### config.mk
export PLATFORM = sky130hd
export DESIGN_NAME = converter_alarm_aggregator
export DESIGN_NICKNAME = d
export VERILOG_FILES = /design/src/hdl/alarm_pkg.sv /design/src/hdl/alarm_cause_decode.sv /design/src/hdl/converter_alarm_aggregator.sv /design/src/hdl/sticky_bits.sv
export SDC_FILE = /design/constraint.sdc
export NUM_CORES = 1
export LEC_CHECK = 0
export BUFFER_PORTS_ARGS = -buffer_cell sky130_fd_sc_hd__buf_2
export CAP_MARGIN = 5
export CORE_MARGIN = 2
export CORE_UTILIZATION = 45
export DETAILED_ROUTE_END_ITERATION = 12
export PLACE_DENSITY = 0.77
export SYNTH_ARGS = -nofsm -noshare
export SYNTH_HDL_FRONTEND = slang
export SYNTH_SLANG_ARGS = --single-unit
### constraint.sdc
create_clock -name clk -period 1.49 [get_ports clk]
set_input_delay 0.3725 -clock clk [delete_from_list [all_inputs] [get_ports clk]]
set_output_delay 0.3725 -clock clk [all_outputs]
set_load 0.005 [all_outputs]
### src/hdl/alarm_pkg.sv
// Purpose: constants and types for the converter alarm aggregator
// Assumes: byte-wide register port, 12-bit register addresses
// Notes: flag bit order is fifo, pll, link, realign, oscillator, clock (5..0)
//
// Functional notes
// - summary bit is high whenever any unmasked status flag is set
// - selected by the status select, the summary drives the calibration status pin
// - fifo flag (bit 5) sets on underflow or overflow of any active lane
// - flags are sticky; writing one to a bit clears that flag
// - lock loss flag (bit 4) sets whenever the pll is not locked
// - 8b/10b: link flag (bit 3) sets while enabled but not in data state
// - 64b/66b: link flag sets at link start-up and on any realignment
// - realign flag (bit 2) sets whenever sysref realigns the internal clocks
// - oscillator flag (bit 1) sets when link disabled, synchronised, or phases differ
// - clock flag (bit 0) sets whenever channel a and b dividers disagree
// - after power-on or soft reset all six flags read set, value 0x3F
// - with link disabled non-clock flags are undefined; software clears after enabling
// - six mask bits, all set after reset, exclude their flag from the summary
// - 16-bit per-lane error vector, write-one clears, fifo flag clear clears all
package alarm_pkg;

  localparam int ADDR_W = 12;
  localparam int DATA_W = 8;
  localparam int FLAG_N = 6;
  localparam int LANE_N = 16;

  localparam logic [ADDR_W-1:0] ADDR_SUMMARY = 12'h2C0;
  localparam logic [ADDR_W-1:0] ADDR_FLAGS = 12'h2C1;
  localparam logic [ADDR_W-1:0] ADDR_DISABLES = 12'h2C2;
  localparam logic [ADDR_W-1:0] ADDR_LANES_LO = 12'h2C4;
  localparam logic [ADDR_W-1:0] ADDR_LANES_HI = 12'h2C5;

  localparam int BIT_FIFO = 5;
  localparam int BIT_PLL = 4;
  localparam int BIT_LINK = 3;
  localparam int BIT_REALIGN = 2;
  localparam int BIT_OSC = 1;
  localparam int BIT_CLK = 0;

  localparam logic [FLAG_N-1:0] FLAGS_RESET = 6'h3F;
  localparam logic [FLAG_N-1:0] DISABLES_RESET = 6'h3F;
  localparam logic [LANE_N-1:0] LANES_RESET = 16'hFFFF;

  // one bit per alarm source, same order as the status register
  typedef struct packed {
    logic lane_buffer_error_flag;
    logic lock_loss_flag;
    logic serial_link_flag;
    logic clock_realign_flag;
    logic oscillator_phase_flag;
    logic divider_mismatch_flag;
  } alarm_vec_t;

  // one register port request
  typedef struct packed {
    logic wr;
    logic rd;
    logic [ADDR_W-1:0] addr;
    logic [DATA_W-1:0] wdata;
  } reg_req_t;

endpackage

### src/hdl/alarm_cause_decode.sv
// Purpose: turn raw converter status into per-cycle alarm set requests
// Assumes: all inputs synchronous to the sample/link clock
// Notes: purely combinational
`timescale 1ns/100ps
`default_nettype none
module alarm_cause_decode #(
  parameter int LANES = 16
) (
  // lane fifo status
  input wire logic [LANES-1:0] lane_fifo_error,
  input wire logic [LANES-1:0] lane_active,
  // clocking and link status
  input wire logic pll_locked,
  input wire logic link_enable,
  input wire logic link_mode_66b,
  input wire logic link_data_state,
  input wire logic link_startup,
  input wire logic link_realign,
  input wire logic sysref_realign,
  input wire logic osc_sync,
  input wire logic osc_phase_mismatch,
  input wire logic divider_mismatch,
  // set requests
  output alarm_pkg::alarm_vec_t causes,
  output logic [LANES-1:0] lane_set
);
  import alarm_pkg::*;

  always_comb begin
    lane_set = lane_fifo_error & lane_active;
    causes.lane_buffer_error_flag = |lane_set;
    causes.lock_loss_flag = ~pll_locked;
    // the two encodings report link trouble differently
    if (link_mode_66b) begin
      causes.serial_link_flag = link_startup | link_realign;
    end else begin
      causes.serial_link_flag = link_enable & ~link_data_state;
    end
    causes.clock_realign_flag = sysref_realign;
    // with the link off the oscillator flag is held set and the 8b/10b link flag cannot set; the others keep running
    causes.oscillator_phase_flag = ~link_enable | osc_sync | osc_phase_mismatch;
    causes.divider_mismatch_flag = divider_mismatch;
  end

endmodule
`default_nettype wire

### src/hdl/converter_alarm_aggregator.sv
// Purpose: sticky alarm flags, masks, summary bit and status pin routing
// Assumes: byte-wide register port on clk; all status inputs synchronous to clk
// Notes: read data appears one cycle after the read strobe; writes act at once
`timescale 1ns/100ps
`default_nettype none
module converter_alarm_aggregator #(
  parameter int LANES = alarm_pkg::LANE_N
) (
  // clock and reset
  input wire logic clk,
  input wire logic rstn,
  input wire logic soft_reset,
  // register port
  input wire alarm_pkg::reg_req_t reg_req,
  output logic [alarm_pkg::DATA_W-1:0] reg_rdata,
  output logic reg_rvalid,
  // lane fifo status
  input wire logic [LANES-1:0] lane_fifo_error,
  input wire logic [LANES-1:0] lane_active,
  // clocking and link status
  input wire logic pll_locked,
  input wire logic link_enable,
  input wire logic link_mode_66b,
  input wire logic link_data_state,
  input wire logic link_startup,
  input wire logic link_realign,
  input wire logic sysref_realign,
  input wire logic osc_sync,
  input wire logic osc_phase_mismatch,
  input wire logic divider_mismatch,
  // calibration status pin
  input wire logic calibration_status_sel,
  input wire logic calibration_status_in,
  output logic calibration_status_pin,
  output logic alarm_summary
);
  import alarm_pkg::*;

  alarm_vec_t causes;
  logic [LANES-1:0] lane_set;
  logic [FLAG_N-1:0] alarm_flags_r;
  logic [FLAG_N-1:0] alarm_flag_disables_r;
  logic [LANES-1:0] per_lane_buffer_errors_r;
  logic [FLAG_N-1:0] flag_clr;
  logic [LANES-1:0] lane_clr;
  logic [DATA_W-1:0] rdata_nxt;
  logic wr_flags;
  logic wr_lo;
  logic wr_hi;

  // address match shared by read and write paths
  function automatic logic hit(input logic [ADDR_W-1:0] a, input logic [ADDR_W-1:0] ref_addr);
    hit = (a == ref_addr);
  endfunction

  alarm_cause_decode #(
    .LANES(LANES)
  ) u_decode (
    .lane_fifo_error(lane_fifo_error),
    .lane_active(lane_active),
    .pll_locked(pll_locked),
    .link_enable(link_enable),
    .link_mode_66b(link_mode_66b),
    .link_data_state(link_data_state),
    .link_startup(link_startup),
    .link_realign(link_realign),
    .sysref_realign(sysref_realign),
    .osc_sync(osc_sync),
    .osc_phase_mismatch(osc_phase_mismatch),
    .divider_mismatch(divider_mismatch),
    .causes(causes),
    .lane_set(lane_set)
  );

  // write decode
  always_comb begin
    wr_flags = reg_req.wr && hit(reg_req.addr, ADDR_FLAGS);
    wr_lo = reg_req.wr && hit(reg_req.addr, ADDR_LANES_LO);
    wr_hi = reg_req.wr && hit(reg_req.addr, ADDR_LANES_HI);
    flag_clr = wr_flags ? reg_req.wdata[FLAG_N-1:0] : '0;
    lane_clr = '0;
    if (wr_lo) begin
      lane_clr[7:0] = reg_req.wdata;
    end
    if (wr_hi) begin
      lane_clr[LANES-1:8] = reg_req.wdata[LANES-9:0];
    end
    // clearing the fifo flag also empties the per-lane record
    if (wr_flags && reg_req.wdata[BIT_FIFO]) begin
      lane_clr = '1;
    end
  end

  sticky_bits #(
    .W(FLAG_N),
    .RESET_VAL(FLAGS_RESET)
  ) u_flags (
    .clk(clk),
    .rstn(rstn),
    .reload(soft_reset),
    .set_vec(causes),
    .clr_vec(flag_clr),
    .bits_r(alarm_flags_r)
  );

  sticky_bits #(
    .W(LANES),
    .RESET_VAL(LANES_RESET)
  ) u_lanes (
    .clk(clk),
    .rstn(rstn),
    .reload(soft_reset),
    .set_vec(lane_set),
    .clr_vec(lane_clr),
    .bits_r(per_lane_buffer_errors_r)
  );

  // mask register
  always_ff @(posedge clk or negedge rstn) begin
    if (!rstn) begin
      alarm_flag_disables_r <= DISABLES_RESET;
    end else if (soft_reset) begin
      alarm_flag_disables_r <= DISABLES_RESET;
    end else if (reg_req.wr && hit(reg_req.addr, ADDR_DISABLES)) begin
      alarm_flag_disables_r <= reg_req.wdata[FLAG_N-1:0];
    end
  end

  // summary follows flag state with no extra delay, so the pin tracks a clear at once when calibration_status_sel picks the summary
  always_comb begin
    alarm_summary = |(alarm_flags_r & ~alarm_flag_disables_r);
    calibration_status_pin = calibration_status_sel ? alarm_summary : calibration_status_in;
  end

  // read path; unmapped addresses read zero
  always_comb begin
    rdata_nxt = '0;
    if (hit(reg_req.addr, ADDR_SUMMARY)) begin
      rdata_nxt[0] = alarm_summary;
    end else if (hit(reg_req.addr, ADDR_FLAGS)) begin
      rdata_nxt[FLAG_N-1:0] = alarm_flags_r;
    end else if (hit(reg_req.addr, ADDR_DISABLES)) begin
      rdata_nxt[FLAG_N-1:0] = alarm_flag_disables_r;
    end else if (hit(reg_req.addr, ADDR_LANES_LO)) begin
      rdata_nxt = per_lane_buffer_errors_r[7:0];
    end else if (hit(reg_req.addr, ADDR_LANES_HI)) begin
      rdata_nxt = per_lane_buffer_errors_r[LANES-1:8];
    end
  end

  always_ff @(posedge clk or negedge rstn) begin
    if (!rstn) begin
      reg_rdata <= '0;
    end else if (reg_req.rd) begin
      reg_rdata <= rdata_nxt;
    end
  end

  always_ff @(posedge clk or negedge rstn) begin
    if (!rstn) begin
      reg_rvalid <= 1'b0;
    end else begin
      reg_rvalid <= reg_req.rd;
    end
  end

  logic [FLAG_N-1:0] clr_only;
  always_comb begin
    clr_only = flag_clr & ~causes;
  end

  // lane bits a write would clear, less those a new lane error keeps set
  logic [LANES-1:0] lane_clr_only;
  always_comb begin
    lane_clr_only = lane_clr & ~lane_set;
  end
endmodule
`default_nettype wire

### src/hdl/sticky_bits.sv
// Purpose: bank of sticky bits, set by hardware, cleared by writing one
// Assumes: set, clear and reload are single-cycle requests
// Notes: set wins over clear so no event is lost
`timescale 1ns/100ps
`default_nettype none
module sticky_bits #(
  parameter int W = 6,
  parameter logic [W-1:0] RESET_VAL = '1
) (
  // clock and reset
  input wire logic clk,
  input wire logic rstn,
  // requests
  input wire logic reload,
  input wire logic [W-1:0] set_vec,
  input wire logic [W-1:0] clr_vec,
  // state
  output logic [W-1:0] bits_r
);

  logic [W-1:0] bits_nxt;

  always_comb begin
    bits_nxt = (bits_r & ~clr_vec) | set_vec;
  end

  always_ff @(posedge clk or negedge rstn) begin
    if (!rstn) begin
      bits_r <= RESET_VAL;
    end else if (reload) begin
      bits_r <= RESET_VAL;
    end else begin
      bits_r <= bits_nxt;
    end
  end

endmodule
`default_nettype wire

==> metrics <==
final hold violation count 0; R2R depth 4; Global Route Usage Sum approximately a quarter; Setup crit start kind register; unrepaired setup endpoints after global routing yes; final worst slack -0.5601 ns; Initial Util a little under half; PwrDens about 650 nW/um^2; EDFF count, synth 0; clk_skew a little over 0.007 ns; hpwl dp between 5000 and 6000 um; Filler cells 360; failing checks setup timing; Tcrit/Tclk final 137.6%; TritonRoute pass-1 iters 4; max_cap viols 0; FP Rows 25; Worst R2R Start alarm_flag_disables_r[5]; met1 WL 2853 um; mapped cell area 2170 um^2; crit-path max FO 2; placed instance area around 2900 um^2; WP data required between 1 and 1.5 ns; Wirelength per Cell between 15 and 20 um; worst-skew pair later-pin latency 0.29 ns; Worst-Margin Slew about 0.38 ns; Layout Nets slightly above 400; clock-pin slew on the worst setup and hold paths 0.07 ns; Core Area between 4000 and 5000 um^2; die area 5393 um^2; Seq/Total Area, Yosys roughly 44%; CTS Buf Count 5; H-tree depth 2; Antenna diodes 0; die height about 73 um; share of the synthesized area in the top cell type about a third; asr flop ratio synth 100.0%; FMAX 487.8 MHz; largest net degree at the start of global routing 33; Slew Viols, Final 0; first-pass GRT wire length approximately 10000 um; vias in the first global route roughly 2200; wire length on met3 321 um; routability cong. approximately 0.80; vias per cell 5.766; Worst Hold Launch divider_mismatch; setup slack, reg-to-reg 0.22 ns; WS Path Type register to primary output; Synth cell types 44; Max VDD drop approximately 0.00042 V; grt total ovfl 0; DR WL met2 3471 um; initial antenna violation count 0; top-count cell post-synth dfstp_2; Post-Synthesis Cells between 200 and 250; largest area contributor in the netlist dfstp_2; top_reg_cell synth dfstp_2; DRT Wirelength around 6800 um; YS warnings 0; Hold Slack 0.2735 ns; I/O pin count 80; Critical Path AT 1.68 ns; Synth top cells by count dfstp_2 (28), a21oi_1 (16), inv_1 (15), nand2_1 (15), nor2_1 (12); Finished Cell Area 3244 um^2; P&R area growth vs syn 49.54%; highest metal used met4; status finished with violations; Detail Route Antenna Nets 0; endpoints failing setup 30; Detailed Route Iter0 Violations around 160; Mapped Nets between 200 and 300; CTS Sinks 37; number of synthesized register bits 37; DRC 0; Leakage Power about 1.5 nW; clock root buffer clkbuf_8; Max-slew headroom 74.47%; DR vias around 2300; clock buffer depth 2; Final Util between 60% and 70%; Min Clock Period, post-route 2.050 ns; FF-to-FF End reg_rdata[0]; Power Total between 2 and 2.5 mW; layout cells sized above 1 a little under three fifths; CTS tree yes; hold depth 2; number of port buffers 79; die width about 73 um; crit path capture type primary output; Hold WC Path Type input pin to register; Avg Cell Area, Syn between 9 and 10 um^2; synth top area cells dfstp_2 (34%), dfrtp_1 (10%), a311o_1 (4.6%), a21oi_1 (3.7%), nor4_4 (2.9%); WHS Endpoint u_flags.bits_r[0]
[flip-flops by register name, indices dropped and copies added, names as in the netlist]
signal / flops
u_flags.bits_r: 6
reg_rvalid: 1
u_lanes.bits_r: 16
reg_rdata: 8
alarm_flag_disables_r: 6
[repair_timing]
action | CTS | global route
endpoints found under the setup margin | 30 | 31
resized for setup | 22 | 12
pin swaps | 10 | 9
buffers inserted | 4 | 2
endpoints found under the hold margin | 3 | 0
hold buffers | 1 | 0
[layout make-up]
class,count,area [um^2],area share [%]
repair buffers,126,832.0,25.65
clock buffers,8,90.09,2.777
flip-flops and latches,37,960.9,29.62
inverters,15,56.30,1.735
multi-input cells,158,1237,38.14
well taps,54,67.56,2.083
[layout by cell type, fill, tap and decap left out, drive strengths merged, types with 4 or more instances in the layout]
| master | n |
|---|---|
| nor3 | 7 |
| o22ai | 5 |
| dfrtp | 9 |
| a32oi | 7 |
| nor2 | 12 |
| or3 | 6 |
| and2 | 11 |
| clkbuf | 8 |
| inv | 15 |
| nand2 | 15 |
| buf | 125 |
| a31o | 4 |
| a21o | 5 |
| a311o | 10 |
| nand4 | 6 |
| a21oi | 16 |
| nand3 | 4 |
| dfstp | 28 |
| o32ai | 5 |
| a211oi | 7 |
[worst max path at each step]
stage / cells after the start / from / endpoint / slack, ns
after floorplan: 6 / reg_req[9] / u_flags.bits_r[1] / -0.41
after global placement: 6 / reg_req[13] / reg_rdata[2] / -0.49
after detailed placement: 6 / reg_req[13] / reg_rdata[1] / -0.56
after CTS: 4 / alarm_flag_disables_r[1] / calibration_status_pin / -0.57
after global routing: 4 / alarm_flag_disables_r[1] / calibration_status_pin / -0.60
final: 4 / alarm_flag_disables_r[1] / calibration_status_pin / -0.56
[cells by family (layout without fill, tap and decap cells)]
logic type	count (synthesis)	after routing	share of synthesized area, %
compound gates	72	72	25.03
xor+xnor	1	1	0.4038
buf+inv	29	149	5.478
flops	37	37	44.29
mux	3	3	1.442
simple gates	82	82	23.36
[critical path, stage by stage (launching register included)]
cell and delay (ns):
dfstp_2 0.54, o22ai_2 0.08, or3_4 0.39, mux2_4 0.25
buf_2 0.12
[per-layer routing]
layer	global-route usage (%)	vias to the layer above
met3	4.801	12
met4	10.10	0
met2	42.44	91
met5	0	-
li1	-	1091
met1	32.31	1101
[where the power goes]
part           total [mW]  switching, mW  internal, mW
Combinational       0.364          0.189         0.175
Clock               0.735          0.357         0.377
Sequential           1.01       0.000425          1.01
[stage by stage]
step / cells / setup slack [ns] / setup TNS, ns
floorplan: 224 / -0.4093 / -8.267
global placement: 384 / -0.4891 / -13.30
detailed placement: 384 / -0.5600 / -14.28
CTS: 397 / -0.5671 / -3.732
global route: 398 / -0.6005 / -5.319
finish: 398 / -0.5601 / -4.183
Power figures use the tool's default switching activity.
